$ cat config.mk
export PLATFORM = sky130hd
export DESIGN_NAME = leak_status_frame_and_pwm_encoder
export DESIGN_NICKNAME = d
export VERILOG_FILES = /design/src/rtl/leak_pkg.sv /design/src/rtl/ppm_code_conv.sv /design/src/rtl/crc16_ccitt.sv /design/src/rtl/leak_status_frame_and_pwm_encoder.sv
export SDC_FILE = /design/constraint.sdc
export NUM_CORES = 1
export LEC_CHECK = 0
export BUFFER_PORTS_ARGS = -buffer_cell sky130_fd_sc_hd__buf_2
export CAP_MARGIN = 20
export CORE_ASPECT_RATIO = 1.25
export CORE_UTILIZATION = 35
export DETAILED_ROUTE_END_ITERATION = 10
export GPL_ROUTABILITY_DRIVEN = 0
export PLACE_DENSITY_LB_ADDON = 0.1
export SYNTH_ARGS = -nofsm -noshare
export SYNTH_HDL_FRONTEND = slang
export SYNTH_SLANG_ARGS = --single-unit
$ cat constraint.sdc
create_clock -name clk_sys -period 7.88 [get_ports clk_sys]
set_input_delay 1.576 -clock clk_sys [delete_from_list [all_inputs] [get_ports clk_sys]]
set_output_delay 1.576 -clock clk_sys [all_outputs]
set_load 0.02 [all_outputs]
$ cat src/rtl/leak_pkg.sv
// Shared constants and types of the leak status framer and pulse encoder
`default_nettype none
package leak_pkg;
	// Clock and times in their own units
	localparam int unsigned CLK_HZ = 100_000_000;
	localparam int unsigned CYC_PER_US = CLK_HZ / 1_000_000;
	localparam int unsigned FIRST_MSG_MS = 700;
	localparam int unsigned MSG_PERIOD_MS = 100;
	localparam int unsigned PWM_PERIOD_US = 255;
	localparam int unsigned PW_ERROR_US = 10;
	localparam int unsigned FIRST_MSG_CYC = FIRST_MSG_MS * (CLK_HZ / 1000);
	localparam int unsigned MSG_PERIOD_CYC = MSG_PERIOD_MS * (CLK_HZ / 1000);
	localparam int unsigned PWM_PERIOD_CYC = PWM_PERIOD_US * CYC_PER_US;

	// Concentration coding
	localparam logic [7:0] CODE_ZERO = 8'h14;
	localparam logic [7:0] CODE_FULL = 8'hF0;
	localparam logic [16:0] PPM_STEP = 17'h0_00C8;
	localparam logic [16:0] PPM_HALF_STEP = 17'h0_0064;
	localparam logic [15:0] PPM_FULL = 16'hABE0;

	// Message layout
	localparam int unsigned MSG_BYTES = 8;
	localparam int unsigned CRC_BYTES = 6;
	localparam logic [10:0] CAN_ID_BASE = 11'h640;
	localparam logic [15:0] CRC_POLY = 16'h1021;
	localparam logic [15:0] CRC_INIT_RST = 16'hFFFF;
	localparam logic [7:0] MSGCNT_RST = 8'h01;

	// Register offsets
	localparam logic [7:0] REG_CTRL = 8'h00;
	localparam logic [7:0] REG_HEALTH = 8'h04;
	localparam logic [7:0] REG_PPM = 8'h08;
	localparam logic [7:0] REG_RAW = 8'h0C;
	localparam logic [7:0] REG_CRC_INIT = 8'h10;
	localparam logic [7:0] REG_MSGCNT = 8'h14;
	localparam logic [7:0] REG_CODE = 8'h18;
	localparam logic [7:0] REG_INFO = 8'h1C;

	// Control and health field positions
	localparam int unsigned CTRL_PWM_BIT = 0;
	localparam int unsigned CTRL_ERR_BIT = 1;
	localparam int unsigned HEALTH_REL_LSB = 3;

	// One finished status message
	typedef struct packed {
		logic [10:0] can_id;
		logic [7:0][7:0] data;
	} status_msg_t;

	// Health fields as software sets them
	typedef struct packed {
		logic [4:0] release_num;
		logic [1:0] status;
	} health_t;
endpackage
`default_nettype wire

$ cat src/rtl/ppm_code_conv.sv
// Converts a ppm reading into the clamped concentration code
`default_nettype none
module ppm_code_conv (
	input wire logic clk_sys,
	input wire logic sys_rst,
	input wire logic [15:0] ppm,
	output logic [7:0] code_r
);
	logic [16:0] sum;
	logic [16:0] quot;
	logic [16:0] code_wide;

	// Round to nearest step, offset by zero code, clamp to full scale
	always_comb begin
		sum = {1'b0, ppm} + leak_pkg::PPM_HALF_STEP;
		quot = sum / leak_pkg::PPM_STEP;
		code_wide = quot + {9'h0, leak_pkg::CODE_ZERO};
	end

	always_ff @(posedge clk_sys) begin
		if (sys_rst) begin
			code_r <= leak_pkg::CODE_ZERO;
		end else if (code_wide > {9'h0, leak_pkg::CODE_FULL}) begin
			code_r <= leak_pkg::CODE_FULL;
		end else begin
			code_r <= code_wide[7:0];
		end
	end
endmodule
`default_nettype wire

$ cat src/rtl/crc16_ccitt.sv
// Byte-wide CRC16 engine, polynomial 0x1021, most significant bit first
`default_nettype none
module crc16_ccitt (
	input wire logic clk_sys,
	input wire logic sys_rst,
	input wire logic init_load,
	input wire logic [15:0] init_val,
	input wire logic byte_valid,
	input wire logic [7:0] byte_in,
	output logic [15:0] crc_r
);
	// One byte through the shift register
	function automatic logic [15:0] crc_step(input logic [15:0] c,
			input logic [7:0] d);
		logic [15:0] r;
		r = c ^ {d, 8'h00};
		for (int i = 0; i < 8; i++) begin
			if (r[15]) begin
				r = {r[14:0], 1'b0} ^ leak_pkg::CRC_POLY;
			end else begin
				r = {r[14:0], 1'b0};
			end
		end
		return r;
	endfunction

	always_ff @(posedge clk_sys) begin
		if (sys_rst) begin
			crc_r <= leak_pkg::CRC_INIT_RST;
		end else if (init_load) begin
			crc_r <= init_val;
		end else if (byte_valid) begin
			crc_r <= crc_step(crc_r, byte_in);
		end
	end
endmodule
`default_nettype wire

$ cat src/rtl/leak_status_frame_and_pwm_encoder.sv
// Status message framer and pulse-width encoder of the leak sensor
//
// Behaviour
// - Zero ppm is sent as concentration code 20.
// - Full scale 44000 ppm is sent as code 240.
// - Code is ppm over 200, rounded to nearest, plus 20.
// - Every message carries a 10-bit protection value.
// - Protection word starts as status bits over the code byte.
// - Add the two low message-counter bits to the protection word.
// - Then invert all ten bits and add one, keeping ten bits.
// - Low eight bits go to byte 1, top two to byte 4 bits 0-1.
// - Raw sensing-element level is 10 bits, 4 mV per step.
// - Raw high byte in byte 2, low two bits in byte 4 bits 6-7.
// - CRC16 high byte in byte 3, low byte in byte 7.
// - Sensor number from supply feeds sits in byte 4 bits 2-4.
// - Message counter rises by one after each sent frame.
// - Counter wraps from 255 to zero.
// - First transmitted counter value is one.
// - Two-bit status: 0 ok, 1 minor, 2 replace, 3 fatal.
// - Five-bit release number sits in byte 6 bits 3-7.
// - Pulse variant drives line pair dominant or recessive.
// - Pulse variant only transmits; no frames, nothing received; a frame begun before pulse mode still goes out.
// - Pulse period is fixed at 255 microseconds.
// - Recessive time 20 to 240 us, one us per 200 ppm.
// - Internal error shows as 10 us recessive time.
// - First message 700 ms after power-on, then every 100 ms.
// - Sensor number 1-7 from feeds; identifier 0x640 plus 8 steps.
// - Data field always eight bytes, code byte 0, protection byte 1.
`default_nettype none
module leak_status_frame_and_pwm_encoder #(
	parameter int unsigned FIRST_MSG_CYC = leak_pkg::FIRST_MSG_CYC,
	parameter int unsigned MSG_PERIOD_CYC = leak_pkg::MSG_PERIOD_CYC,
	parameter int unsigned PWM_PERIOD_CYC = leak_pkg::PWM_PERIOD_CYC,
	parameter int unsigned CYC_PER_US = leak_pkg::CYC_PER_US
) (
	input wire logic clk_sys,
	input wire logic sys_rst,
	// Register port
	input wire logic [7:0] reg_addr,
	input wire logic [31:0] reg_wdata,
	input wire logic reg_wr,
	input wire logic reg_rd,
	output logic [31:0] reg_rdata,
	// Supply feed pins
	input wire logic supply_feed_bit0,
	input wire logic supply_feed_bit1,
	input wire logic supply_feed_bit2,
	// Message stream to the bus controller
	output logic msg_valid,
	input wire logic msg_ready,
	output leak_pkg::status_msg_t msg_r,
	// Pulse output toward the line driver
	output logic line_dominant_r,
	output logic pwm_active
);
	typedef enum {
		S_WAIT,
		S_CRC,
		S_FILL,
		S_SEND
	} frame_state_t;

	frame_state_t state_r;
	logic pwm_mode_r;
	logic int_error_r;
	leak_pkg::health_t health_r;
	logic [15:0] ppm_r;
	logic [9:0] raw_level_r;
	logic [15:0] crc_init_r;
	logic [7:0] msgcnt_r;
	logic [7:0] code;
	logic [15:0] crc;
	logic [2:0] feed_meta_r;
	logic [2:0] feed_sync_r;
	logic [2:0] sensor_num;
	logic [10:0] can_id;
	logic [31:0] tick_cnt_r;
	logic started_r;
	logic tick;
	logic [2:0] crc_idx_r;
	logic crc_load;
	logic crc_feed;
	logic [7:0] crc_byte;
	logic [9:0] prot_word;
	logic [14:0] pwm_cnt_r;
	logic [14:0] pw_cyc_r;
	logic [7:0] pw_us;
	logic [14:0] pw_cyc;
	logic [31:0] rdata_nxt;

	////////////////////////////////////////////////////////////////////////
	// Register writes

	// Control and setting registers
	always_ff @(posedge clk_sys) begin
		if (sys_rst) begin
			pwm_mode_r <= 1'b0;
			int_error_r <= 1'b0;
			health_r <= '0;
			ppm_r <= 16'h0000;
			raw_level_r <= 10'h000;
			crc_init_r <= leak_pkg::CRC_INIT_RST;
		end else if (reg_wr) begin
			case (reg_addr)
				leak_pkg::REG_CTRL: begin
					pwm_mode_r <= reg_wdata[leak_pkg::CTRL_PWM_BIT];
					int_error_r <= reg_wdata[leak_pkg::CTRL_ERR_BIT];
				end
				leak_pkg::REG_HEALTH: begin
					health_r.status <= reg_wdata[1:0];
					health_r.release_num <=
						reg_wdata[leak_pkg::HEALTH_REL_LSB +: 5];
				end
				leak_pkg::REG_PPM: begin
					ppm_r <= reg_wdata[15:0];
				end
				leak_pkg::REG_RAW: begin
					raw_level_r <= reg_wdata[9:0];
				end
				leak_pkg::REG_CRC_INIT: begin
					crc_init_r <= reg_wdata[15:0];
				end
				default: begin
				end
			endcase
		end
	end

	////////////////////////////////////////////////////////////////////////
	// Register reads

	// Read mux, unmapped offsets read zero
	always_comb begin
		rdata_nxt = 32'h0000_0000;
		case (reg_addr)
			leak_pkg::REG_CTRL: begin
				rdata_nxt[leak_pkg::CTRL_PWM_BIT] = pwm_mode_r;
				rdata_nxt[leak_pkg::CTRL_ERR_BIT] = int_error_r;
			end
			leak_pkg::REG_HEALTH: begin
				rdata_nxt[1:0] = health_r.status;
				rdata_nxt[leak_pkg::HEALTH_REL_LSB +: 5] =
					health_r.release_num;
			end
			leak_pkg::REG_PPM: begin
				rdata_nxt[15:0] = ppm_r;
			end
			leak_pkg::REG_RAW: begin
				rdata_nxt[9:0] = raw_level_r;
			end
			leak_pkg::REG_CRC_INIT: begin
				rdata_nxt[15:0] = crc_init_r;
			end
			leak_pkg::REG_MSGCNT: begin
				rdata_nxt[7:0] = msgcnt_r;
			end
			leak_pkg::REG_CODE: begin
				rdata_nxt[7:0] = code;
				rdata_nxt[17:8] = prot_word;
			end
			leak_pkg::REG_INFO: begin
				rdata_nxt[2:0] = sensor_num;
				rdata_nxt[3] = started_r;
				rdata_nxt[26:16] = can_id;
			end
			default: begin
			end
		endcase
	end

	// Read data one cycle after the strobe, held only there
	always_ff @(posedge clk_sys) begin
		if (sys_rst) begin
			reg_rdata <= 32'h0000_0000;
		end else if (reg_rd) begin
			reg_rdata <= rdata_nxt;
		end else begin
			reg_rdata <= 32'h0000_0000;
		end
	end

	////////////////////////////////////////////////////////////////////////
	// Supply feeds and identity

	// Two-stage synchroniser on the feed pins
	always_ff @(posedge clk_sys) begin
		if (sys_rst) begin
			feed_meta_r <= 3'h0;
			feed_sync_r <= 3'h0;
		end else begin
			feed_meta_r <= {supply_feed_bit2, supply_feed_bit1,
				supply_feed_bit0};
			feed_sync_r <= feed_meta_r;
		end
	end

	// Feeds form the sensor number, identifier steps by eight
	assign sensor_num = feed_sync_r;
	assign can_id = leak_pkg::CAN_ID_BASE +
		{5'h00, sensor_num - 3'h1, 3'h0};

	////////////////////////////////////////////////////////////////////////
	// Concentration code and protection value

	// Rounded, offset and clamped code
	ppm_code_conv u_conv (
		.clk_sys(clk_sys),
		.sys_rst(sys_rst),
		.ppm(ppm_r),
		.code_r(code)
	);

	// Status over code, add counter bits, then negate
	always_comb begin
		prot_word = {health_r.status, code};
		prot_word = prot_word + {8'h00, msgcnt_r[1:0]};
		prot_word = ~prot_word + 10'h001;
	end

	////////////////////////////////////////////////////////////////////////
	// Message timing

	// 700 ms to the first message, 100 ms between the rest
	always_ff @(posedge clk_sys) begin
		if (sys_rst) begin
			tick_cnt_r <= 32'h0000_0000;
			started_r <= 1'b0;
		end else if (tick) begin
			tick_cnt_r <= 32'h0000_0000;
			started_r <= 1'b1;
		end else begin
			tick_cnt_r <= tick_cnt_r + 32'h0000_0001;
		end
	end

	// Send slot reached
	assign tick = started_r ? (tick_cnt_r == MSG_PERIOD_CYC - 1) :
		(tick_cnt_r == FIRST_MSG_CYC - 1);

	////////////////////////////////////////////////////////////////////////
	// Frame builder

	// Bytes covered by the checksum: all but the two checksum bytes
	always_comb begin
		case (crc_idx_r)
			3'h0: crc_byte = msg_r.data[0];
			3'h1: crc_byte = msg_r.data[1];
			3'h2: crc_byte = msg_r.data[2];
			3'h3: crc_byte = msg_r.data[4];
			3'h4: crc_byte = msg_r.data[5];
			default: crc_byte = msg_r.data[6];
		endcase
	end

	assign crc_load = (state_r == S_WAIT) && tick && !pwm_mode_r;
	assign crc_feed = (state_r == S_CRC);

	// Checksum over the assembled bytes
	crc16_ccitt u_crc (
		.clk_sys(clk_sys),
		.sys_rst(sys_rst),
		.init_load(crc_load),
		.init_val(crc_init_r),
		.byte_valid(crc_feed),
		.byte_in(crc_byte),
		.crc_r(crc)
	);

	// Frame sequence; pulse variant starts no frames, one begun before pulse mode still goes out
	always_ff @(posedge clk_sys) begin
		if (sys_rst) begin
			state_r <= S_WAIT;
			crc_idx_r <= 3'h0;
		end else begin
			case (state_r)
				S_WAIT: begin
					crc_idx_r <= 3'h0;
					if (crc_load) begin
						state_r <= S_CRC;
					end
				end
				S_CRC: begin
					crc_idx_r <= crc_idx_r + 3'h1;
					if (crc_idx_r == 3'(leak_pkg::CRC_BYTES - 1)) begin
						state_r <= S_FILL;
					end
				end
				S_FILL: begin
					state_r <= S_SEND;
				end
				S_SEND: begin
					if (msg_ready) begin
						state_r <= S_WAIT;
					end
				end
				default: begin
					state_r <= S_WAIT;
				end
			endcase
		end
	end

	// Eight data bytes and identifier
	always_ff @(posedge clk_sys) begin
		if (sys_rst) begin
			msg_r <= '0;
		end else if (crc_load) begin
			msg_r.can_id <= can_id;
			msg_r.data[0] <= code;
			msg_r.data[1] <= prot_word[7:0];
			msg_r.data[2] <= raw_level_r[9:2];
			msg_r.data[3] <= 8'h00;
			msg_r.data[4] <= {raw_level_r[1:0], 1'b0, sensor_num,
				prot_word[9:8]};
			msg_r.data[5] <= msgcnt_r;
			msg_r.data[6] <= {health_r.release_num, health_r.status,
				1'b0};
			msg_r.data[7] <= 8'h00;
		end else if (state_r == S_FILL) begin
			msg_r.data[3] <= crc[15:8];
			msg_r.data[7] <= crc[7:0];
		end
	end

	assign msg_valid = (state_r == S_SEND);

	// Counter starts at one, steps after each frame, wraps
	always_ff @(posedge clk_sys) begin
		if (sys_rst) begin
			msgcnt_r <= leak_pkg::MSGCNT_RST;
		end else if (msg_valid && msg_ready) begin
			msgcnt_r <= msgcnt_r + 8'h01;
		end
	end

	////////////////////////////////////////////////////////////////////////
	// Pulse output

	// Recessive width in us equals the code, or the error width
	assign pw_us = int_error_r ? 8'(leak_pkg::PW_ERROR_US) : code;
	assign pw_cyc = 15'(pw_us * CYC_PER_US);
	assign pwm_active = pwm_mode_r;

	// Fixed period counter, width latched at each period start
	always_ff @(posedge clk_sys) begin
		if (sys_rst || !pwm_mode_r) begin
			pwm_cnt_r <= 15'h0000;
			pw_cyc_r <= pw_cyc;
		end else if (pwm_cnt_r == 15'(PWM_PERIOD_CYC - 1)) begin
			pwm_cnt_r <= 15'h0000;
			pw_cyc_r <= pw_cyc;
		end else begin
			pwm_cnt_r <= pwm_cnt_r + 15'h0001;
		end
	end

	// Recessive first, dominant for the rest of the period
	always_ff @(posedge clk_sys) begin
		if (sys_rst || !pwm_mode_r) begin
			line_dominant_r <= 1'b0;
		end else begin
			line_dominant_r <= (pwm_cnt_r >= pw_cyc_r);
		end
	end
endmodule
`default_nettype wire

* After elaboration in Yosys (flattened, before gate mapping)
Cells that the tools add are included.
Widths: inputs -> output; s select.
** Cells by class
- Mux-type cells :: 49
- Reduce and logical (&&, ||, !) cells :: 24
- Equality and inequality tests :: 24
- Bitwise gates (word level) :: 12
- Add/subtract/negate cells :: 10
- $lt $le $gt $ge :: 2
- Div/mod/pow operators :: 1
- Multiply operators :: 1
** Operators with widths (number)
- $mux 16 :: 23
- $pmux 32 s4 :: 1
- $mux 13 :: 8
- $eq 32x2->1 const B :: 3
- $mux 32 :: 3
- $eq 32x3->1 const B :: 2
- $logic_not 32->1 :: 2
- $pmux 8 s5 :: 1
- $add 32x1->32 const B :: 1
- $eq 32x1->1 const B :: 1
- $eq 32x24->1 const B :: 1
- $eq 32x27->1 const B :: 1
- $eq 8x5->1 const B :: 4
- $mux 15 :: 2
- $not 3->3 :: 8
- $pmux 4 s6 :: 1
- $pmux 6 s3 :: 1
- $add 16x7->17 const B :: 1
- $add 17x5->17 const B :: 1
- $div 17x8->17 const B :: 1
- $gt 17x8->1 const B :: 1
- $eq 8x4->1 const B :: 2
- $mux 8 :: 2
- $pmux 2 s8 :: 1
- other kinds (34) :: 51
** Storage, ports and cells
- Output and inout port bits :: 110
- Input port bits :: 48
- Register bits after elaboration :: 291
- Logic and storage cells :: 155

* Longest topological paths before layout
- Depth after elaboration :: 42
- Depth in mapped cells :: 27
- Mapped depth without buffers :: 24

* Modules after synthesis
Synthesis repeated with hierarchy kept, for this count alone.
** Unflattened totals
- Cells, all modules :: 1608
- Area total of the unflattened synthesis :: 14012.2 µm²
** By module, submodules not included
- leak_status_frame_and_pwm_encoder :: seq. area each 4534.3 µm², times used 1, area an instance 10438.8 µm², cells an instance 1141
- ppm_code_conv :: seq. area each 160.2 µm², times used 1, area an instance 2633.8 µm², cells an instance 365
- crc16_ccitt :: seq. area each 320.3 µm², times used 1, area an instance 939.7 µm², cells an instance 102

* Worst setup path before layout
OpenSTA, ideal clock, no wires.
- Path type :: flip-flop to flip-flop
- Start point :: register ppm_r[2]
- End point :: register u_conv.code_r[0]
- Required time :: 7.761 ns
- Arrival time :: 5.838 ns
- Stages on the path, launching flop included :: 26
- Setup time :: 0.119 ns
- Path slack :: 1.923 ns
- Period minus slack after synthesis :: 5.957 ns
- Path buffers :: 1
- Cell sequence :: dfxtp_1 > ha_1 > a211oi_4 > nand2_1 > a21boi_2 > a2bb2oi_2 > mux2i_2 > o311ai_2 > o2bb2ai_1 > o2111ai_2 > nand2_1 > a311o_1 > and2_1 > buf_4 > a31oi_4 > xnor2_1 > o21ai_1 > a221o_1 > o31ai_4 > ha_1 > nand2b_1 > nand2b_1 > o211a_1 > nand4_1 > a31oi_2 > o221a_1
** Between the ends
- Longest elaborated chain between the ends :: 5
** RTL lines
- start: declaration :: line leak_status_frame_and_pwm_encoder.sv:67 : logic [15:0] ppm_r;
- start signal: assignment :: line leak_status_frame_and_pwm_encoder.sv:115 : ppm_r <= reg_wdata[15:0];
- $add 16x7->17 * :: line ppm_code_conv.sv:15 : sum = {1'b0, ppm} + leak_pkg::PPM_HALF_STEP;
- $div 17x8->17 * :: line ppm_code_conv.sv:16 : quot = sum / leak_pkg::PPM_STEP;
- $add 17x5->17 * :: line ppm_code_conv.sv:17 : code_wide = quot + {9'h0, leak_pkg::CODE_ZERO};
- $gt 17x8->1 :: line ppm_code_conv.sv:23 : end else if (code_wide > {9'h0, leak_pkg::CODE_FULL}) begin
- $reduce_or 2->1 (no line)
- end signal: assignment :: line ppm_code_conv.sv:22 : code_r <= leak_pkg::CODE_ZERO;
- end signal: assignment :: line ppm_code_conv.sv:24 : code_r <= leak_pkg::CODE_FULL;
- end signal: assignment :: line ppm_code_conv.sv:26 : code_r <= code_wide[7:0];
- end: declaration :: line ppm_code_conv.sv:7 : output logic [7:0] code_r
Mark *: on every way between the ends. The rest lies on a longest branch, timed or not.
A chain may end at the register's enable or synchronous reset.

* Final worst setup path
- Start point :: register ppm_r[3]
- End point :: register u_conv.code_r[0]
The elaborated chain is that of the path after synthesis.

==> results.tsv <==
stage	metric	value	unit
global_route	GR Overflow Total	0	
layout	share of cells above drive strength 1	13.64	%
layout	non-filler instance count after layout	2231	
floorplan	initial core utilization	35.64	%
setup_path	Critical path origin	ppm_r[3]$_SDFFE_PP0P_	
setup_path	Crit. path cell count	24	
floorplan	I/O pin total	158	
sta	fin crit share	91.94	%
setup_path	Crit. End Element	flop	
global_route	largest net degree at the start of global routing	67	
power_and_ir_drop	power density cells	180.0	mW/mm2
routing	DR vias	11880	
global_route	first-pass GRT wire length	65300	um
sta	Final Hold Viols	0	
clock_network	clock buffer depth	3	
setup_path	R2R setup slack	0.63	ns
routing	Antenna Violating Nets Remaining	0	
clock_network	Resize count post-CTS	0	
floorplan	die height	222.6	um
setup_path	reg2reg end	u_conv.code_r[0]$_SDFF_PP0_	
setup_path	Max FO, Critical Path	11	
sta	Fin Setup TNS	0	ns
hold_path	worst min-delay path class	flop to flop	
setup_path	reg2reg start	ppm_r[3]$_SDFFE_PP0P_	
sta	Worst Tran Pin Value	1.001	ns
clock_network	Post-CTS Setup Bufs	0	
global_route	vias in the first global route	11220	
setup_path	CP max-delay cell	dfxtp_1	
routing	drt via density	5.323	
sta	crit path time final	7.245	ns
yosys	syn_area_per_cell	8.304	um2
clock_network	Hold-fix buffers, CTS	0	
setup_path	worst-path cell chain	ha_1 > a211o_1 > a21oi_1 > o31ai_1 > a22oi_2 > a211o_2 > a22oi_2 > nand2b_1 > o31a_1 > nand4_4 > a21oi_2 > o21ai_1 > a211oi_1 > nand3_2 > a21boi_0 > o221a_1 > o31ai_4 > ha_1 > nand2b_1 > nand2b_1 > o211a_1 > nand4_1 > a31oi_2 > o221a_1	
yosys	Post-synth EDFFs	13	
global_route	global-route usage over all layers	21.18	%
setup_path	CP required	8.30	ns
routing	1st-iter DRT viols	965	
power_and_ir_drop	VDD IR max	0.1055	mV
clock_network	Worst-path clk slew	0.06	ns
setup_path	cells on worst reg2reg path	24	
floorplan	DIE AREA	0.03973	mm2
floorplan	# rows	80	
sta	Setup Viol. Count Final	0	
sta	Achievable Freq	138.0	MHz
yosys	Ys Warns	0	
yosys	Netlist Area Pre-Place	0.01363	mm2
layout	P&R area growth vs syn	13.29	%
yosys	top-count cell post-synth	nand2_1	
placement	placed cells	2183	
hold_path	HP Start	feed_meta_r[2]$_SDFF_PP0_	
routing	WL per Instance	18.89	um
hold_path	hold path depth	1	
power_and_ir_drop	Lkg Pwr	5.894	nW
routing	number of remaining DRC errors	0	
clock_network	Clock Sink Count	244	
yosys	Synth Instances	1641	
clock_network	Max H-tree Level	1	
routing	DRT Pass-1 Iters	5	
layout	multi-input logic area	0.007974	mm2
setup_path	Largest delay share family, worst path	compound AO/OA/AOI/OAI gates	
setup_path	WS Path Type	flop to flop	
hold_path	Worst Hold End	feed_sync_r[2]$_SDFF_PP0_	
placement	PortBufs	126	
yosys	share of the synthesized area in the top cell type	33.94	%
clock_network	CTS Buf Count	25	
yosys	library cells used by synthesis	105	
floorplan	die width	178.5	um
setup_path	Most Frequent Cell on Critical Path	nand2b_1	
sta	setup repair after global routing missed its margin	false	
sta	hold_ws	0.4395	ns
yosys	sequential-to-total area share from yosys stat	36.80	%
clock_network	clock root buffer	clkbuf_16	
floorplan	Core Region	0.03824	mm2
power_and_ir_drop	total power	0.002778	W
run	max-cap viol count	0	
yosys	ranking of synthesized cells by area	dfxtp_1 (34%), nand2_1 (7.9%), ha_1 (5.7%), a21oi_1 (5.0%), nor2_1 (4.2%)	
clock_network	clk_lat worst skew	0.54	ns
layout	FF/Latch Area	0.005015	mm2
yosys	most frequent cells after synthesis	nand2_1 (286), dfxtp_1 (231), nor2_1 (152), a21oi_1 (135), nand3_1 (72)	
yosys	area leader, netlist	dfxtp_1	
placement	DP Wirelength	31710	um
setup_path	Critical Path Source Type	flop	
setup_path	CP Data Arrival Time	7.66	ns
global_route	initial antenna violation count	1	
sta	Max Slew Vio Count	0	
yosys	Synth Flop Type	dfxtp_1	
yosys	register bit total from synthesis	244	
routing	Post-Route WL	42150	um
yosys	async set-reset flop share out of synthesis	0	%
layout	Final Net Count	1833	
setup_path	worst path bufs/invs	0	
setup_path	CP max stage delay	0.55	ns
sta	Worst Clk Skew	0.01696	ns
sta	Rel. slew slack	32.75	%
run_status	status	finished, final reports clean	
layout	Filler cells	3988	
clock_network	CTS tree	done	
logic make-up after synthesis:
family,after synthesis,synth area share [%]
buf+inv,156,5.077
xor+xnor,123,8.016
compound gates,364,19.34
fa+ha+maj,67,6.354
simple gates,651,21.77
mux,35,2.617
flops,244,36.80
other cells,1,0.02752
placed cells by master, fill, tap and decap left out, types with 13 or more instances in the layout:
cell type	n
a222oi_1	16
nor3_1	18
ha_1	62
inv_1	51
clkbuf_16	25
nand4_1	15
o21ai_0	41
and3_1	16
nand2_1	286
nor2_1	152
conb_1	15
nor2b_1	18
xnor2_1	64
buf_2	125
dfxtp_1	231
a22oi_1	16
o211ai_1	13
xor2_1	57
buf_4	14
edfxtp_1	13
nand3_1	72
a21oi_1	135
mux2i_1	32
nand2b_1	13
report_power, final:
group | internal (W) | switching [W]
Combinational | 0.0000827 | 0.000143
Sequential | 0.00126 | 0.0000207
Clock | 0.000764 | 0.000505
Total | 0.00211 | 0.000668
final cells by class:
class                      count  share of cell area, %
clock buffer                  33                  4.571
multi-input combinational   1255                  51.65
sequential                   244                  32.49
antenna                        1                0.01621
clock inverter                13                  1.159
timing repair buffer         141                  4.863
inverter                      52                  1.264
tap                          492                  3.988
layer usage:
metal | track usage [%] | wire, um
met5 | 0 | 0
met4 | 7.764 | 1499
met3 | 2.105 | 1911
met2 | 35.37 | 20140
met1 | 27.97 | 18590
state kept, by name (all words and copies together), names as in the netlist:
name,flops
ppm_r,16
tick_cnt_r,32
int_error_r,1
started_r,1
msgcnt_r,8
feed_meta_r,3
feed_sync_r,3
state_r,2
pw_cyc_r,13
u_conv.code_r,8
raw_level_r,10
reg_rdata,22
pwm_active,1
line_dominant_r,1
u_crc.crc_r,16
crc_init_r,16
msg_r,66
crc_idx_r,3
health_r,7
pwm_cnt_r,15
how the worst max path moves through the flow:
| stage | to | slack (ns) |
|---|---|---|
| 6_report | u_conv.code_r[0]$_SDFF_PP0_ | 0.63 |
| 5_1_grt | u_conv.code_r[0]$_SDFF_PP0_ | 0.004 |
| 4_1_cts | u_conv.code_r[0]$_SDFF_PP0_ | 0.65 |
| 3_5_place_dp | u_conv.code_r[0]$_SDFF_PP0_ | 0.67 |
| 3_3_place_gp | u_conv.code_r[0]$_SDFF_PP0_ | 0.75 |
| 2_1_floorplan | u_conv.code_r[0]$_SDFF_PP0_ | 1.92 |
stage by stage:
stage | area, um2 | setup WS, ns | utilization (%)
5_1_grt | 15430 | 0.004365 | 40.37
3_3_place_gp | 14530 | 0.7475 | 38.00
6_report | 15440 | 0.6348 | 40.37
4_1_cts | 15430 | 0.6455 | 40.35
3_5_place_dp | 14550 | 0.6746 | 38.04
2_1_floorplan | 13680 | 1.923 | -
worst reg2reg max path, delay by kind of cell (launching register included):
kind / cells / cell delay, ns
compound gates: 16 / 4.99
flops: 1 / 0.55
fa+ha+maj: 2 / 0.66
simple gates: 6 / 0.94
Note: power is estimated with default switching activity, not from simulation.
